--- config.mk ---
export PLATFORM = sky130hd
export DESIGN_NAME = sssel_top
export DESIGN_NICKNAME = d
export VERILOG_FILES = /design/src/hdl/sssel_pkg.sv /design/src/hdl/sssel_top.sv
export SDC_FILE = /design/constraint.sdc
export NUM_CORES = 1
export LEC_CHECK = 0
export BUFFER_PORTS_ARGS = -buffer_cell sky130_fd_sc_hd__clkbuf_2
export CORE_MARGIN = 2
export CORE_UTILIZATION = 32
export CTS_BUF_LIST = sky130_fd_sc_hd__clkbuf_16
export DETAILED_ROUTE_END_ITERATION = 10
export GPL_TIMING_DRIVEN = 0
export SLEW_MARGIN = 25
export SYNTH_ARGS = -nofsm -noshare
export SYNTH_HDL_FRONTEND = slang
export SYNTH_SLANG_ARGS = --single-unit
--- constraint.sdc ---
create_clock -name sys_clk -period 3.8 [get_ports sys_clk]
set_clock_uncertainty 0.1 [all_clocks]
set_input_delay 0.76 -clock sys_clk [delete_from_list [all_inputs] [get_ports sys_clk]]
set_output_delay 0.76 -clock sys_clk [all_outputs]
set_load 0.02 [all_outputs]
--- src/hdl/sssel_pkg.sv ---
// Constants, field layout and encodings shared by the stop-sequence selector.
`default_nettype none
package sssel_pkg;
    // Byte offsets of the register words.
    localparam logic [5:0] REG_CTRL = 6'h00;
    localparam logic [5:0] REG_GEAR2 = 6'h04;
    localparam logic [5:0] REG_GEAR3 = 6'h08;
    localparam logic [5:0] REG_GEAR4 = 6'h0C;
    localparam logic [5:0] REG_PPR = 6'h10;
    localparam logic [5:0] REG_ESTOP_TQ = 6'h14;
    localparam logic [5:0] REG_STATE = 6'h18;
    localparam logic [5:0] REG_IRQ_STAT = 6'h1C;
    localparam logic [5:0] REG_IRQ_MASK = 6'h20;
    // Control word fields.
    localparam int CTRL_OT_SET_LSB = 0;
    localparam int CTRL_OT_SEQ_LSB = 2;
    localparam int CTRL_SOFF_SEQ_LSB = 4;
    localparam int CTRL_ALM_SEQ_LSB = 8;
    localparam int CTRL_MODE_LSB = 12;
    localparam int CTRL_GEAR_SEL_LSB = 16;
    localparam logic [31:0] CTRL_RESET = 32'h0000_0001;
    localparam logic [31:0] GEAR_RESET = 32'h0000_0000;
    localparam logic [31:0] PPR_RESET = 32'h0000_0000;
    localparam logic [8:0] ESTOP_TQ_RESET = 9'h000;
    localparam logic [3:0] IRQ_MASK_RESET = 4'h0;
    // State word fields.
    localparam int STATE_CAUSE_LSB = 4;
    localparam int STATE_INHIBIT_BIT = 8;
    localparam int STATE_POS_BIT = 9;
    localparam int STATE_NEG_BIT = 10;
    // Control modes.
    localparam logic [1:0] MODE_POS = 2'h0;
    localparam logic [1:0] MODE_VEL = 2'h1;
    localparam logic [1:0] MODE_TRQ = 2'h2;
    localparam logic [1:0] MODE_FC = 2'h3;
    // Over-travel setting values.
    localparam logic [1:0] OT_AXIS = 2'h0;
    localparam logic [1:0] OT_OFF = 2'h1;
    localparam logic [1:0] OT_ALARM = 2'h2;
    // Over-travel stop sequences.
    localparam logic [1:0] OTSEQ_DB = 2'h0;
    localparam logic [1:0] OTSEQ_ZT = 2'h1;
    localparam logic [1:0] OTSEQ_ESTOP = 2'h2;
    // Stop causes, highest code wins.
    localparam logic [1:0] CAUSE_NONE = 2'h0;
    localparam logic [1:0] CAUSE_OT = 2'h1;
    localparam logic [1:0] CAUSE_SOFF = 2'h2;
    localparam logic [1:0] CAUSE_ALARM = 2'h3;
    // Interrupt status bits.
    localparam int IRQ_W = 4;
    localparam int IRQ_INHIBIT = 0;
    localparam int IRQ_STOP_BEGIN = 1;
    localparam int IRQ_STOPPED = 2;
    localparam int IRQ_DEV_CLR = 3;
    typedef enum logic [2:0] {
        ST_RUN = 3'b001,
        ST_DECEL = 3'b010,
        ST_STOP = 3'b100
    } sssel_state_e;
endpackage
`default_nettype wire

--- src/hdl/sssel_top.sv ---
// Stop-sequence selector with gear numerator substitution and an Avalon-MM register slave.
//
// Design decisions made here: the placing of the registers and the Avalon-MM slave port.
`timescale 1ns/1ps
`default_nettype none
// How it works
// - Position mode: zero numerator uses encoder resolution.
// - Full-closed: zero numerator forces ratio one.
// - Alternate numerators need zero PPR or full-closed.
// - Over-travel: 0 axis block, 1 ignore, 2 alarm.
// - Setting 2: any inhibit raises run-inhibit alarm.
// - Over-travel sequence only acts when setting zero.
// - Sequence 0/1: brake or zero torque, hold.
// - Sequence 2: emergency stop, zero command, clear twice.
// - Zero command kind follows the control mode.
// - Alarm sequence overrides the over-travel sequence.
// - Emergency stop keeps servo on, torque limited.
// - Below 30 r/min deceleration ends until the stop cause changes.
// - Servo-off 0..3 clear; bits pick free-run.
// - Servo-off 4..7 same braking, deviation held.
// - Servo-off 8/9 emergency stop, clear, then brake/free.
// - Zero emergency torque uses normal torque limit.
module sssel_top #(
    parameter int GEAR_W = 31,
    parameter logic [30:0] ENCODER_RESOLUTION = 31'h0010_0000
) (
    // Clock, reset and enable.
    input wire logic sys_clk,
    input wire logic reset_n,
    input wire logic clk_en,
    // Avalon-MM register slave.
    input wire logic [5:0] avs_address,
    input wire logic avs_read,
    input wire logic avs_write,
    input wire logic [31:0] avs_writedata,
    input wire logic [3:0] avs_byteenable,
    output logic [31:0] avs_readdata,
    output logic avs_waitrequest,
    // Travel inhibit pins.
    input wire logic positive_travel_inhibit,
    input wire logic negative_travel_inhibit,
    // Drive status from neighbouring logic.
    input wire logic servo_on,
    input wire logic alarm_active,
    input wire logic alarm_needs_estop,
    input wire logic speed_below_threshold,
    input wire logic [8:0] normal_torque_limit,
    input wire logic [30:0] gear_numerator_first,
    input wire logic [30:0] gear_denominator_first,
    // Gear ratio in use.
    output logic [30:0] gear_num_q,
    output logic [30:0] gear_den_q,
    // Stop actions.
    output logic block_positive_q,
    output logic block_negative_q,
    output logic dynamic_brake_q,
    output logic emergency_stop_q,
    output logic zero_torque_inhibited_q,
    output logic zero_position_command_q,
    output logic zero_speed_command_q,
    output logic zero_speed_limit_q,
    output logic deviation_clear_q,
    output logic run_inhibit_alarm_q,
    output logic [8:0] torque_limit_q,
    // Interrupt.
    output logic irq
);
    logic [31:0] ctrl_q;
    logic [31:0] gear2_q;
    logic [31:0] gear3_q;
    logic [31:0] gear4_q;
    logic [31:0] ppr_q;
    logic [8:0] estop_tq_q;
    logic [3:0] irq_stat_q;
    logic [3:0] irq_mask_q;
    logic ack_q;
    logic [1:0] pos_sync_q;
    logic [1:0] neg_sync_q;
    logic pot_s;
    logic neg_s;
    logic [1:0] cause_q;
    logic [1:0] cause_d;
    sssel_pkg::sssel_state_e state_q;
    sssel_pkg::sssel_state_e state_d;
    logic [1:0] ot_set;
    logic [1:0] ot_seq;
    logic [3:0] soff_seq;
    logic [2:0] alm_seq;
    logic [1:0] mode;
    logic [1:0] gear_sel;
    logic run_inh;
    logic ot_act;
    logic db_d;
    logic estop_d;
    logic zt_d;
    logic zc_d;
    logic devclr_d;
    logic dev_pulse;
    logic alt_on;
    logic [30:0] alt_num;
    logic [30:0] num_d;
    logic [30:0] den_d;
    logic [3:0] irq_ev;
    logic wr_go;
    logic rd_go;

    // Merges write data into a word under the byte enables.
    function automatic logic [31:0] merge_bytes(input logic [31:0] old, input logic [31:0] wd, input logic [3:0] be);
        logic [31:0] r;
        r = old;
        for (int i = 0; i < 4; i++)
        begin
            if (be[i])
            begin
                r[i*8 +: 8] = wd[i*8 +: 8];
            end
        end
        return r;
    endfunction

    assign ot_set = ctrl_q[sssel_pkg::CTRL_OT_SET_LSB +: 2];
    assign ot_seq = ctrl_q[sssel_pkg::CTRL_OT_SEQ_LSB +: 2];
    assign soff_seq = ctrl_q[sssel_pkg::CTRL_SOFF_SEQ_LSB +: 4];
    assign alm_seq = ctrl_q[sssel_pkg::CTRL_ALM_SEQ_LSB +: 3];
    assign mode = ctrl_q[sssel_pkg::CTRL_MODE_LSB +: 2];
    assign gear_sel = ctrl_q[sssel_pkg::CTRL_GEAR_SEL_LSB +: 2];

    // Bus handshake answers one cycle after the request is seen.
    assign avs_waitrequest = (avs_read | avs_write) & ~ack_q;
    assign wr_go = clk_en & avs_write & ack_q;
    assign rd_go = clk_en & avs_read & ~ack_q;

    always_ff @(posedge sys_clk or negedge reset_n)
    begin
        if (!reset_n)
        begin
            ack_q <= 1'b0;
        end
        else if (clk_en)
        begin
            ack_q <= (avs_read | avs_write) & ~ack_q;
        end
    end

    always_ff @(posedge sys_clk or negedge reset_n)
    begin
        if (!reset_n)
        begin
            avs_readdata <= 32'h0000_0000;
        end
        else if (rd_go)
        begin
            unique case (avs_address)
                sssel_pkg::REG_CTRL: avs_readdata <= ctrl_q;
                sssel_pkg::REG_GEAR2: avs_readdata <= gear2_q;
                sssel_pkg::REG_GEAR3: avs_readdata <= gear3_q;
                sssel_pkg::REG_GEAR4: avs_readdata <= gear4_q;
                sssel_pkg::REG_PPR: avs_readdata <= ppr_q;
                sssel_pkg::REG_ESTOP_TQ: avs_readdata <= {23'h000000, estop_tq_q};
                sssel_pkg::REG_STATE: avs_readdata <= {21'h000000, neg_s, pot_s, run_inhibit_alarm_q,
                                                       2'h0, cause_q, 1'b0, state_q};
                sssel_pkg::REG_IRQ_STAT: avs_readdata <= {28'h0000000, irq_stat_q};
                sssel_pkg::REG_IRQ_MASK: avs_readdata <= {28'h0000000, irq_mask_q};
                default: avs_readdata <= 32'h0000_0000;
            endcase
        end
    end

    always_ff @(posedge sys_clk or negedge reset_n)
    begin
        if (!reset_n)
        begin
            ctrl_q <= sssel_pkg::CTRL_RESET;
            gear2_q <= sssel_pkg::GEAR_RESET;
            gear3_q <= sssel_pkg::GEAR_RESET;
            gear4_q <= sssel_pkg::GEAR_RESET;
            ppr_q <= sssel_pkg::PPR_RESET;
            estop_tq_q <= sssel_pkg::ESTOP_TQ_RESET;
            irq_mask_q <= sssel_pkg::IRQ_MASK_RESET;
        end
        else if (wr_go)
        begin
            unique case (avs_address)
                sssel_pkg::REG_CTRL: ctrl_q <= merge_bytes(ctrl_q, avs_writedata, avs_byteenable);
                sssel_pkg::REG_GEAR2: gear2_q <= merge_bytes(gear2_q, avs_writedata, avs_byteenable);
                sssel_pkg::REG_GEAR3: gear3_q <= merge_bytes(gear3_q, avs_writedata, avs_byteenable);
                sssel_pkg::REG_GEAR4: gear4_q <= merge_bytes(gear4_q, avs_writedata, avs_byteenable);
                sssel_pkg::REG_PPR: ppr_q <= merge_bytes(ppr_q, avs_writedata, avs_byteenable);
                sssel_pkg::REG_ESTOP_TQ: estop_tq_q <= 9'(merge_bytes({23'h000000, estop_tq_q}, avs_writedata,
                                                                     avs_byteenable));
                sssel_pkg::REG_IRQ_MASK: irq_mask_q <= 4'(merge_bytes({28'h0000000, irq_mask_q}, avs_writedata,
                                                                     avs_byteenable));
                default: ;
            endcase
        end
    end

    // Inhibit pins pass two flip-flops before use.
    always_ff @(posedge sys_clk or negedge reset_n)
    begin
        if (!reset_n)
        begin
            pos_sync_q <= 2'h0;
            neg_sync_q <= 2'h0;
        end
        else if (clk_en)
        begin
            pos_sync_q <= {pos_sync_q[0], positive_travel_inhibit};
            neg_sync_q <= {neg_sync_q[0], negative_travel_inhibit};
        end
    end
    assign pot_s = pos_sync_q[1];
    assign neg_s = neg_sync_q[1];

    // Inhibit decode and cause priority.
    assign run_inh = (ot_set == sssel_pkg::OT_ALARM) & (pot_s | neg_s);
    assign ot_act = (ot_set == sssel_pkg::OT_AXIS) & (pot_s | neg_s);

    always_comb
    begin
        if (alarm_active | run_inh)
        begin
            cause_d = sssel_pkg::CAUSE_ALARM;
        end
        else if (!servo_on)
        begin
            cause_d = sssel_pkg::CAUSE_SOFF;
        end
        else if (ot_act)
        begin
            cause_d = sssel_pkg::CAUSE_OT;
        end
        else
        begin
            cause_d = sssel_pkg::CAUSE_NONE;
        end
    end

    // Deceleration ends at the first slow-speed indication and returns only when the stop cause changes.
    always_comb
    begin
        if (cause_d == sssel_pkg::CAUSE_NONE)
        begin
            state_d = sssel_pkg::ST_RUN;
        end
        else if (cause_d != cause_q)
        begin
            state_d = sssel_pkg::ST_DECEL;
        end
        else
        begin
            unique case (state_q)
                sssel_pkg::ST_RUN: state_d = sssel_pkg::ST_DECEL;
                sssel_pkg::ST_DECEL: state_d = speed_below_threshold ? sssel_pkg::ST_STOP : sssel_pkg::ST_DECEL;
                sssel_pkg::ST_STOP: state_d = sssel_pkg::ST_STOP;
                default: state_d = sssel_pkg::ST_DECEL;
            endcase
        end
    end

    // Braking action for the active cause and phase.
    always_comb
    begin
        db_d = 1'b0;
        estop_d = 1'b0;
        zt_d = 1'b0;
        zc_d = 1'b0;
        devclr_d = 1'b0;
        unique case (cause_d)
            sssel_pkg::CAUSE_OT:
            begin
                if (state_d == sssel_pkg::ST_DECEL)
                begin
                    estop_d = (ot_seq == sssel_pkg::OTSEQ_ESTOP);
                    zt_d = (ot_seq == sssel_pkg::OTSEQ_ZT);
                    db_d = (ot_seq != sssel_pkg::OTSEQ_ZT) & (ot_seq != sssel_pkg::OTSEQ_ESTOP);
                end
                else
                begin
                    zc_d = (ot_seq == sssel_pkg::OTSEQ_ESTOP);
                    zt_d = (ot_seq != sssel_pkg::OTSEQ_ESTOP);
                end
            end
            sssel_pkg::CAUSE_SOFF:
            begin
                devclr_d = ~soff_seq[2] | soff_seq[3];
                if (soff_seq[3])
                begin
                    estop_d = (state_d == sssel_pkg::ST_DECEL);
                    db_d = (state_d == sssel_pkg::ST_STOP) & ~soff_seq[0];
                end
                else
                begin
                    db_d = (state_d == sssel_pkg::ST_DECEL) ? ~soff_seq[0] : ~soff_seq[1];
                end
            end
            sssel_pkg::CAUSE_ALARM:
            begin
                if (state_d == sssel_pkg::ST_DECEL)
                begin
                    estop_d = alm_seq[2] & alarm_needs_estop;
                    db_d = ~(alm_seq[2] & alarm_needs_estop) & ~alm_seq[0];
                end
                else
                begin
                    db_d = ~alm_seq[1];
                end
            end
            default: ;
        endcase
    end

    // Clearing pulses at the start and the end of an over-travel emergency deceleration.
    assign dev_pulse = (cause_d == sssel_pkg::CAUSE_OT) & (ot_seq == sssel_pkg::OTSEQ_ESTOP) &
                       (((state_d == sssel_pkg::ST_DECEL) & ((state_q != sssel_pkg::ST_DECEL) | (cause_q != cause_d))) |
                        ((state_d == sssel_pkg::ST_STOP) & (state_q == sssel_pkg::ST_DECEL)));

    always_ff @(posedge sys_clk or negedge reset_n)
    begin
        if (!reset_n)
        begin
            state_q <= sssel_pkg::ST_RUN;
            cause_q <= sssel_pkg::CAUSE_NONE;
            dynamic_brake_q <= 1'b0;
            emergency_stop_q <= 1'b0;
            zero_torque_inhibited_q <= 1'b0;
            zero_position_command_q <= 1'b0;
            zero_speed_command_q <= 1'b0;
            zero_speed_limit_q <= 1'b0;
            deviation_clear_q <= 1'b0;
            run_inhibit_alarm_q <= 1'b0;
            block_positive_q <= 1'b0;
            block_negative_q <= 1'b0;
            torque_limit_q <= 9'h000;
        end
        else if (clk_en)
        begin
            state_q <= state_d;
            cause_q <= cause_d;
            dynamic_brake_q <= db_d;
            emergency_stop_q <= estop_d;
            zero_torque_inhibited_q <= zt_d;
            zero_position_command_q <= zc_d & ((mode == sssel_pkg::MODE_POS) | (mode == sssel_pkg::MODE_FC));
            zero_speed_command_q <= zc_d & (mode == sssel_pkg::MODE_VEL);
            zero_speed_limit_q <= zc_d & (mode == sssel_pkg::MODE_TRQ);
            deviation_clear_q <= devclr_d | dev_pulse;
            run_inhibit_alarm_q <= run_inh;
            block_positive_q <= (cause_d == sssel_pkg::CAUSE_OT) & pot_s;
            block_negative_q <= (cause_d == sssel_pkg::CAUSE_OT) & neg_s;
            torque_limit_q <= (estop_d && estop_tq_q != 9'h000) ? estop_tq_q : normal_torque_limit;
        end
    end

    // Gear numerator choice and zero substitution.
    always_comb
    begin
        unique case (gear_sel)
            2'h1: alt_num = gear2_q[30:0];
            2'h2: alt_num = gear3_q[30:0];
            2'h3: alt_num = gear4_q[30:0];
            default: alt_num = gear_numerator_first;
        endcase
    end
    assign alt_on = (gear_sel != 2'h0) & ((ppr_q == 32'h0000_0000) | (mode == sssel_pkg::MODE_FC));

    always_comb
    begin
        num_d = gear_numerator_first;
        den_d = gear_denominator_first;
        if (alt_on)
        begin
            num_d = alt_num;
            if (alt_num == 31'h0000_0000)
            begin
                if (mode == sssel_pkg::MODE_FC)
                begin
                    num_d = 31'h0000_0001;
                    den_d = 31'h0000_0001;
                end
                else
                begin
                    num_d = ENCODER_RESOLUTION;
                end
            end
        end
    end

    always_ff @(posedge sys_clk or negedge reset_n)
    begin
        if (!reset_n)
        begin
            gear_num_q <= 31'h0000_0000;
            gear_den_q <= 31'h0000_0000;
        end
        else if (clk_en)
        begin
            gear_num_q <= num_d;
            gear_den_q <= den_d;
        end
    end

    // Sticky interrupt status, set wins over write-one clear.
    assign irq_ev[sssel_pkg::IRQ_INHIBIT] = run_inh & ~run_inhibit_alarm_q;
    assign irq_ev[sssel_pkg::IRQ_STOP_BEGIN] = (state_d == sssel_pkg::ST_DECEL) & (state_q == sssel_pkg::ST_RUN);
    assign irq_ev[sssel_pkg::IRQ_STOPPED] = (state_d == sssel_pkg::ST_STOP) & (state_q != sssel_pkg::ST_STOP);
    assign irq_ev[sssel_pkg::IRQ_DEV_CLR] = dev_pulse;

    always_ff @(posedge sys_clk or negedge reset_n)
    begin
        if (!reset_n)
        begin
            irq_stat_q <= 4'h0;
        end
        else if (clk_en)
        begin
            if (wr_go && avs_address == sssel_pkg::REG_IRQ_STAT && avs_byteenable[0])
            begin
                irq_stat_q <= (irq_stat_q & ~avs_writedata[3:0]) | irq_ev;
            end
            else
            begin
                irq_stat_q <= irq_stat_q | irq_ev;
            end
        end
    end
    assign irq = |(irq_stat_q & irq_mask_q);
endmodule // sssel_top
`default_nettype wire

**Word-level counts from Yosys, hierarchy flattened**

Index checks and enable logic that the tools add are counted.
Widths: inputs -> output; s select.

- Flip-flop bits (word level): 300
- Bits in latches: 0
- Memory bits (writable): 0
- Bits in read-only memories: 0
- Input bits: 124
- Output and inout bits: 115
- Word-level logic and storage cells: 186
- Memories kept: 0

- Add/sub/neg operators: 0
- $mul: 0
- Div/mod/pow operators: 0
- $lt $le $gt $ge: 0
- Eq/ne operators: 31
- Shift operators: 0
- Mux-type cells: 31
- Bitwise operators: 46
- Reductions and logical operators: 35

Operators with widths:

| cell | number |
|---|---|
| $pmux 32 s9 | 1 |
| $mux 31 | 5 |
| $pmux 31 s3 | 1 |
| $reduce_and 3->1 | 23 |
| $logic_not 32->1 | 1 |
| $logic_not 31->1 | 1 |
| $and 1x1->1 | 24 |
| $eq 6x5->1 const B | 4 |
| $mux 21 | 1 |
| $eq 2x2->1 const B | 8 |
| $mux 1 | 13 |
| $eq 6x4->1 const B | 2 |
| $mux 3 | 3 |
| $mux 9 | 1 |
| $or 1x1->1 | 9 |
| $reduce_bool 9->1 | 1 |
| $and 4x4->4 | 2 |
| $eq 2x1->1 const B | 4 |
| $not 1->1 | 8 |
| $or 4x4->4 | 2 |
| $eq 3x2->1 const B | 2 |
| $eq 3x3->1 const B | 2 |
| $eq 6x3->1 const B | 1 |
| $eq 6x6->1 const B | 1 |
| other kinds (16) | 23 |

**Depth between registers and ports, before layout**

- Depth in word-level cells: 14
- Mapped depth: 13

**Worst setup path after synthesis**

OpenSTA, ideal clock, no wires.

- Kind: input to register
- Start point: in gear_numerator_first[19]
- End point: reg gear_den_q[5]
- Setup time: 0.119 ns
- Arrival time: 2.779 ns
- Slack: 0.802 ns
- Cell stages on the path: 9
- Path through: mux4_2 -> or4_1 -> a221oi_2 -> nand4_1 -> nor4_2 -> and4b_1 -> buf_6 -> buf_8 -> nor2_2

- Longest elaborated chain between the ends: 4

RTL lines:

| what | line | RTL |
|---|---|---|
| from (decl) | sssel_top.sv:48 | `input wire logic [30:0] gear_numerator_first,` |
| $pmux 31 s3 | sssel_top.sv:357 | `unique case (gear_sel)` |
| $logic_not 31->1 | sssel_top.sv:373 | `if (alt_num == 31'h0000_0000)` |
| $mux 31 | sssel_top.sv:373 |  |
| $mux 31 | sssel_top.sv:370 | `if (alt_on)` |
| to (signal assigned) | sssel_top.sv:398 | `gear_den_q <= den_d;` |
| to (decl) | sssel_top.sv:52 | `output logic [30:0] gear_den_q,` |

No other way between the ends.
A chain may end at the register's enable or synchronous reset.

**Worst setup path after layout**

- Start point: reg ctrl_q[17]
- End point: reg gear_den_q[27]

- Longest elaborated chain between the ends: 5

RTL lines:

| what | line | RTL |
|---|---|---|
| from (decl) | sssel_top.sv:68 | `logic [31:0] ctrl_q;` |
| from (signal assigned) | sssel_top.sv:173 | `ctrl_q <= sssel_pkg::CTRL_RESET;` |
| from (signal assigned) | sssel_top.sv:184 | `sssel_pkg::REG_CTRL: ctrl_q <= merge_bytes(ctrl_q, avs_writedata, avs_byteenable);` |
| $eq 2x2->1 / $eq 2x1->1 (equally long branches) | sssel_top.sv:357 |  |
| $pmux 31 s3 | sssel_top.sv:357 |  |
| $logic_not 31->1 | sssel_top.sv:373 |  |
| $mux 31 | sssel_top.sv:373 |  |
| $mux 31 (*) | sssel_top.sv:370 |  |

Mark *: on every way between the ends. The rest lies on a longest branch, timed or not.

==> results by group <==
Timing
  • Fmax: 0.278 GHz
  • Slew margin rel.: 0.375
  • Slew Limit Fails: 0
  • Setup violators final: 0
  • Worst-Margin Slew: 930 ps
  • Final hold vios: 0
  • Fin crit share: 0.947
  • Final critical-path required period: between 3000 and 4000 ps
  • RSZ-0062 raised after global routing: no
  • Final hold slack: approximately 290 ps

Critical path
  • Worst reg2reg path depth: 11
  • Crit-path cells: clkbuf_4 -> buf_4 -> mux2i_1 -> mux2i_1 -> nor4_1 -> nand4_1 -> nor4_2 -> and4b_1 -> buf_6 -> buf_6 -> nor2_1
  • Slowest cell delay on critical path: around 530 ps
  • Nature of the critical path endpoint: register
  • Worst reg2reg startpoint: ctrl_q[17]
  • CP Data Required Time: 4150 ps
  • R2R setup slack: between 200 and 250 ps
  • Worst-path fanout max: 10
  • Worst r2r dst: gear_den_q[27]
  • CP Class: reg -> reg
  • Critical-path top delay cell: dfrtp_1
  • Crit start category: register
  • CP arrival: 3950 ps

Global routing
  • Pin count of the biggest net entering global routing: 90
  • Initial antenna violation count: 2
  • First-pass GRT wire length: between 70 and 80 mm
  • Met2 global-route usage: 0.358
  • Grt peak-use layer: met2
  • Global route overflow: 0
  • Number of global-route vias before repair: around 12000
  • GRT Util Overall: 0.216
  • Met1 GRT Util: 0.289
  • M3 GR Usage: 0.0380

Logic synthesis
  • Warnings, synthesis: 0
  • Top_reg_cell synth: dfrtp_1
  • Synthesized cell area: between 0.01 and 0.015 mm²
  • Mean Syn Cell Area: roughly 12 µm²
  • Seq/Total Area, Yosys: 0.529
  • Area leader, netlist: dfrtp_1
  • Fraction of registers with async set/reset: 1.00
  • Post-synth top area share: 0.526
  • Synthesized Nets: between 1000 and 1500
  • Post-synth EDFFs: 0
  • #FFs+latches synth: 300
  • Yosys cell types: 57
  • Post-Syn Instances: 1205
  • Top cells by area, synth: dfrtp_1, mux2_2, mux2i_1, nor2_1, a21oi_1

Flow run
  • Max-Cap Viols: 0

Layout
  • Area Growth Syn to Fin: 21.5%
  • Finished Cell Area: roughly 0.017 mm²
  • Fin nets: around 1600
  • Filler cells: ~4400
  • Layout cell share with drive strength beyond 1: 0.337
  • Post-Layout Cell Count: 2097

Clocking
  • TritonCTS Buffers: 31
  • H-Tree Depth: 1
  • Clock sinks: 300
  • Post-CTS setup buffers: 0
  • CTS tree: done
  • Root Driver: clkbuf_16
  • Max Root-Sink Buffers: 3
  • Reg clk slew, reported paths: about 60 ps
  • Clk_lat worst skew: slightly below 600 ps

Power and ir drop
  • Leakage: approximately 8 nW
  • Clock Power Share: 0.363
  • Sw Ratio: 0.301
  • VDD IR max: about 0.0004 V
  • Switching Power: around 0.0024 W
  • Sequential share of power: 0.466
  • PD cells: 461 mW/mm²
  • Logic pwr share: 0.171
  • Final Power: approximately 0.0080 W
  • Pint: approximately 0.0056 W

Hold path
  • Hold/Removal Path Class: in -> reg
  • Hold path start: normal_torque_limit[5]
  • Hold EP: torque_limit_q[5]
  • Number of cells on the worst hold path: 2

Status
  • Status: complete, no violations

Floorplan
  • Initial Utilization: 0.322
  • Die area: about 0.046 mm²
  • DIE WIDTH: 215 µm
  • Die height: approximately 210 µm
  • Core Rows: between 70 and 80
  • Floorplan core area: between 0.04 and 0.05 mm²
  • Ports: roughly 240

Placement
  • Buffers on Ports: 236
  • RePlAce Congestion: roughly 0.9
  • Dpl hpwl: around 38 mm
  • Dpl cells: ~2000
  • Placed inst area: ~0.016 mm²

Drt
  • Vias: between 10000 and 15000
  • Final ANT Viol Nets: 0
  • Vias/cell: ~5.6
  • DRC viols: 0
  • Routed wire length: approximately 50 mm
  • Initial DRC count: roughly 1200
  • DR pass1 iterations: 9
  • Routed len/inst: between 20 and 25 µm
synthesized netlist by cell type, drive strengths merged (20+ instances only):
| master | n |
|---|---|
| dfrtp | 298 |
| mux2 | 181 |
| nor2 | 130 |
| mux2i | 93 |
| a21oi | 65 |
| clkbuf | 56 |
| nand2 | 46 |
| a22oi | 37 |
| a222oi | 28 |
| a31oi | 27 |
| nor4 | 26 |
| o21ai | 21 |
| inv | 20 |
per-stage QoR:
stage | utilization | setup TNS, ps | setup WS [ps]
floorplan | - | 0 | 802
global placement | 0.366 | -1404590 | -4540
detailed placement | 0.370 | -1380 | -67.8
CTS | 0.391 | 0 | 9.97
global route | 0.392 | 0 | 93.7
finish | 0.392 | 0 | 200
critical path, delay by kind of cell (launching register included):
family | cells | cell delay, ps
multiplexers | 2 | 580
AND/OR/NAND/NOR | 5 | 1270
buffers and inverters | 4 | 970
flip-flops | 1 | 530
area by class of cell:
type | count | area [µm²] | share of cell area
clock inverter | 24 | 151 | 0.00878
clock buffer | 31 | 776 | 0.0450
antenna | 1 | 2.50 | 0.000145
timing repair buffer | 245 | 1330 | 0.0773
buffer | 72 | 333 | 0.0193
multi-input combinational | 811 | 6320 | 0.366
tap | 592 | 741 | 0.0430
sequential | 300 | 7510 | 0.436
inverter | 21 | 78.8 | 0.00457
repair_timing:
item                                   4_1_cts  5_1_grt
gates resized for setup                      1        3
hold buffers                                 1        0
endpoints found under the hold margin       25        0
pin swaps                                    0        0
setup endpoints to repair                   30       31
how the worst max path moves through the flow:
stage	from	endpoint	slack, ps	cells past startpoint
3_5_place_dp	ctrl_q[17]	gear_den_q[27]	-70	12
2_1_floorplan	gear_numerator_first[19]	gear_den_q[5]	800	9
6_report	ctrl_q[17]	gear_den_q[27]	200	11
4_1_cts	ctrl_q[17]	gear_den_q[27]	10	12
3_3_place_gp	reset_n	torque_limit_q[6]	-4540	1
5_1_grt	ctrl_q[17]	gear_den_q[27]	90	11
per-layer routing:
metal / up-vias / wire [µm]
li1: 5068 / -
met1: 6008 / 21300
met2: 487 / 24400
met3: 81 / 3360
met4: 4 / 1330
met5: - / 30
power groups by stage:
stage	logic, W	registers (W)	clock network (W)
2_1_floorplan	0.000493	0.00395	0
3_3_place_gp	0.00135	0.00375	0
3_5_place_dp	0.00138	0.00376	0
4_1_cts	0.00139	0.00370	0.00293
5_1_grt	0.00148	0.00374	0.00306
6_report	0.00136	0.00370	0.00289
state kept, by name (all words and copies together) (netlist names), 2 cells and up:
signal          flops
gear_num_q         31
ctrl_q             32
irq_stat_q          4
gear_den_q         31
state_q             3
gear4_q            32
neg_sync_q          2
irq_mask_q          4
avs_readdata       32
torque_limit_q      9
cause_q             2
estop_tq_q          9
gear3_q            32
pos_sync_q          2
ppr_q              32
gear2_q            32
layout by cell type, fill, tap and decap left out, types with 17 or more instances in the layout:
cell type	n
nor2_1	119
nand2_1	46
a22oi_1	37
dfrtp_1	298
a211oi_1	17
clkbuf_16	31
o21ai_0	20
inv_1	29
mux2i_1	93
clkbuf_2	235
clkbuf_1	55
nor4_1	21
mux2_2	181
a222oi_1	28
a31oi_1	27
a21oi_1	65
kinds of logic (layout without fill, tap and decap cells):
kind of cell,count (synthesis),count (layout),synth area share
mux,280,280,0.219
compound gates,260,260,0.130
flops,300,300,0.529
fa+ha+maj,5,5,0.00441
buf+inv,94,393,0.0286
simple gates,266,266,0.0889
other cells,0,1,0
Power figures use the tool's default switching activity.
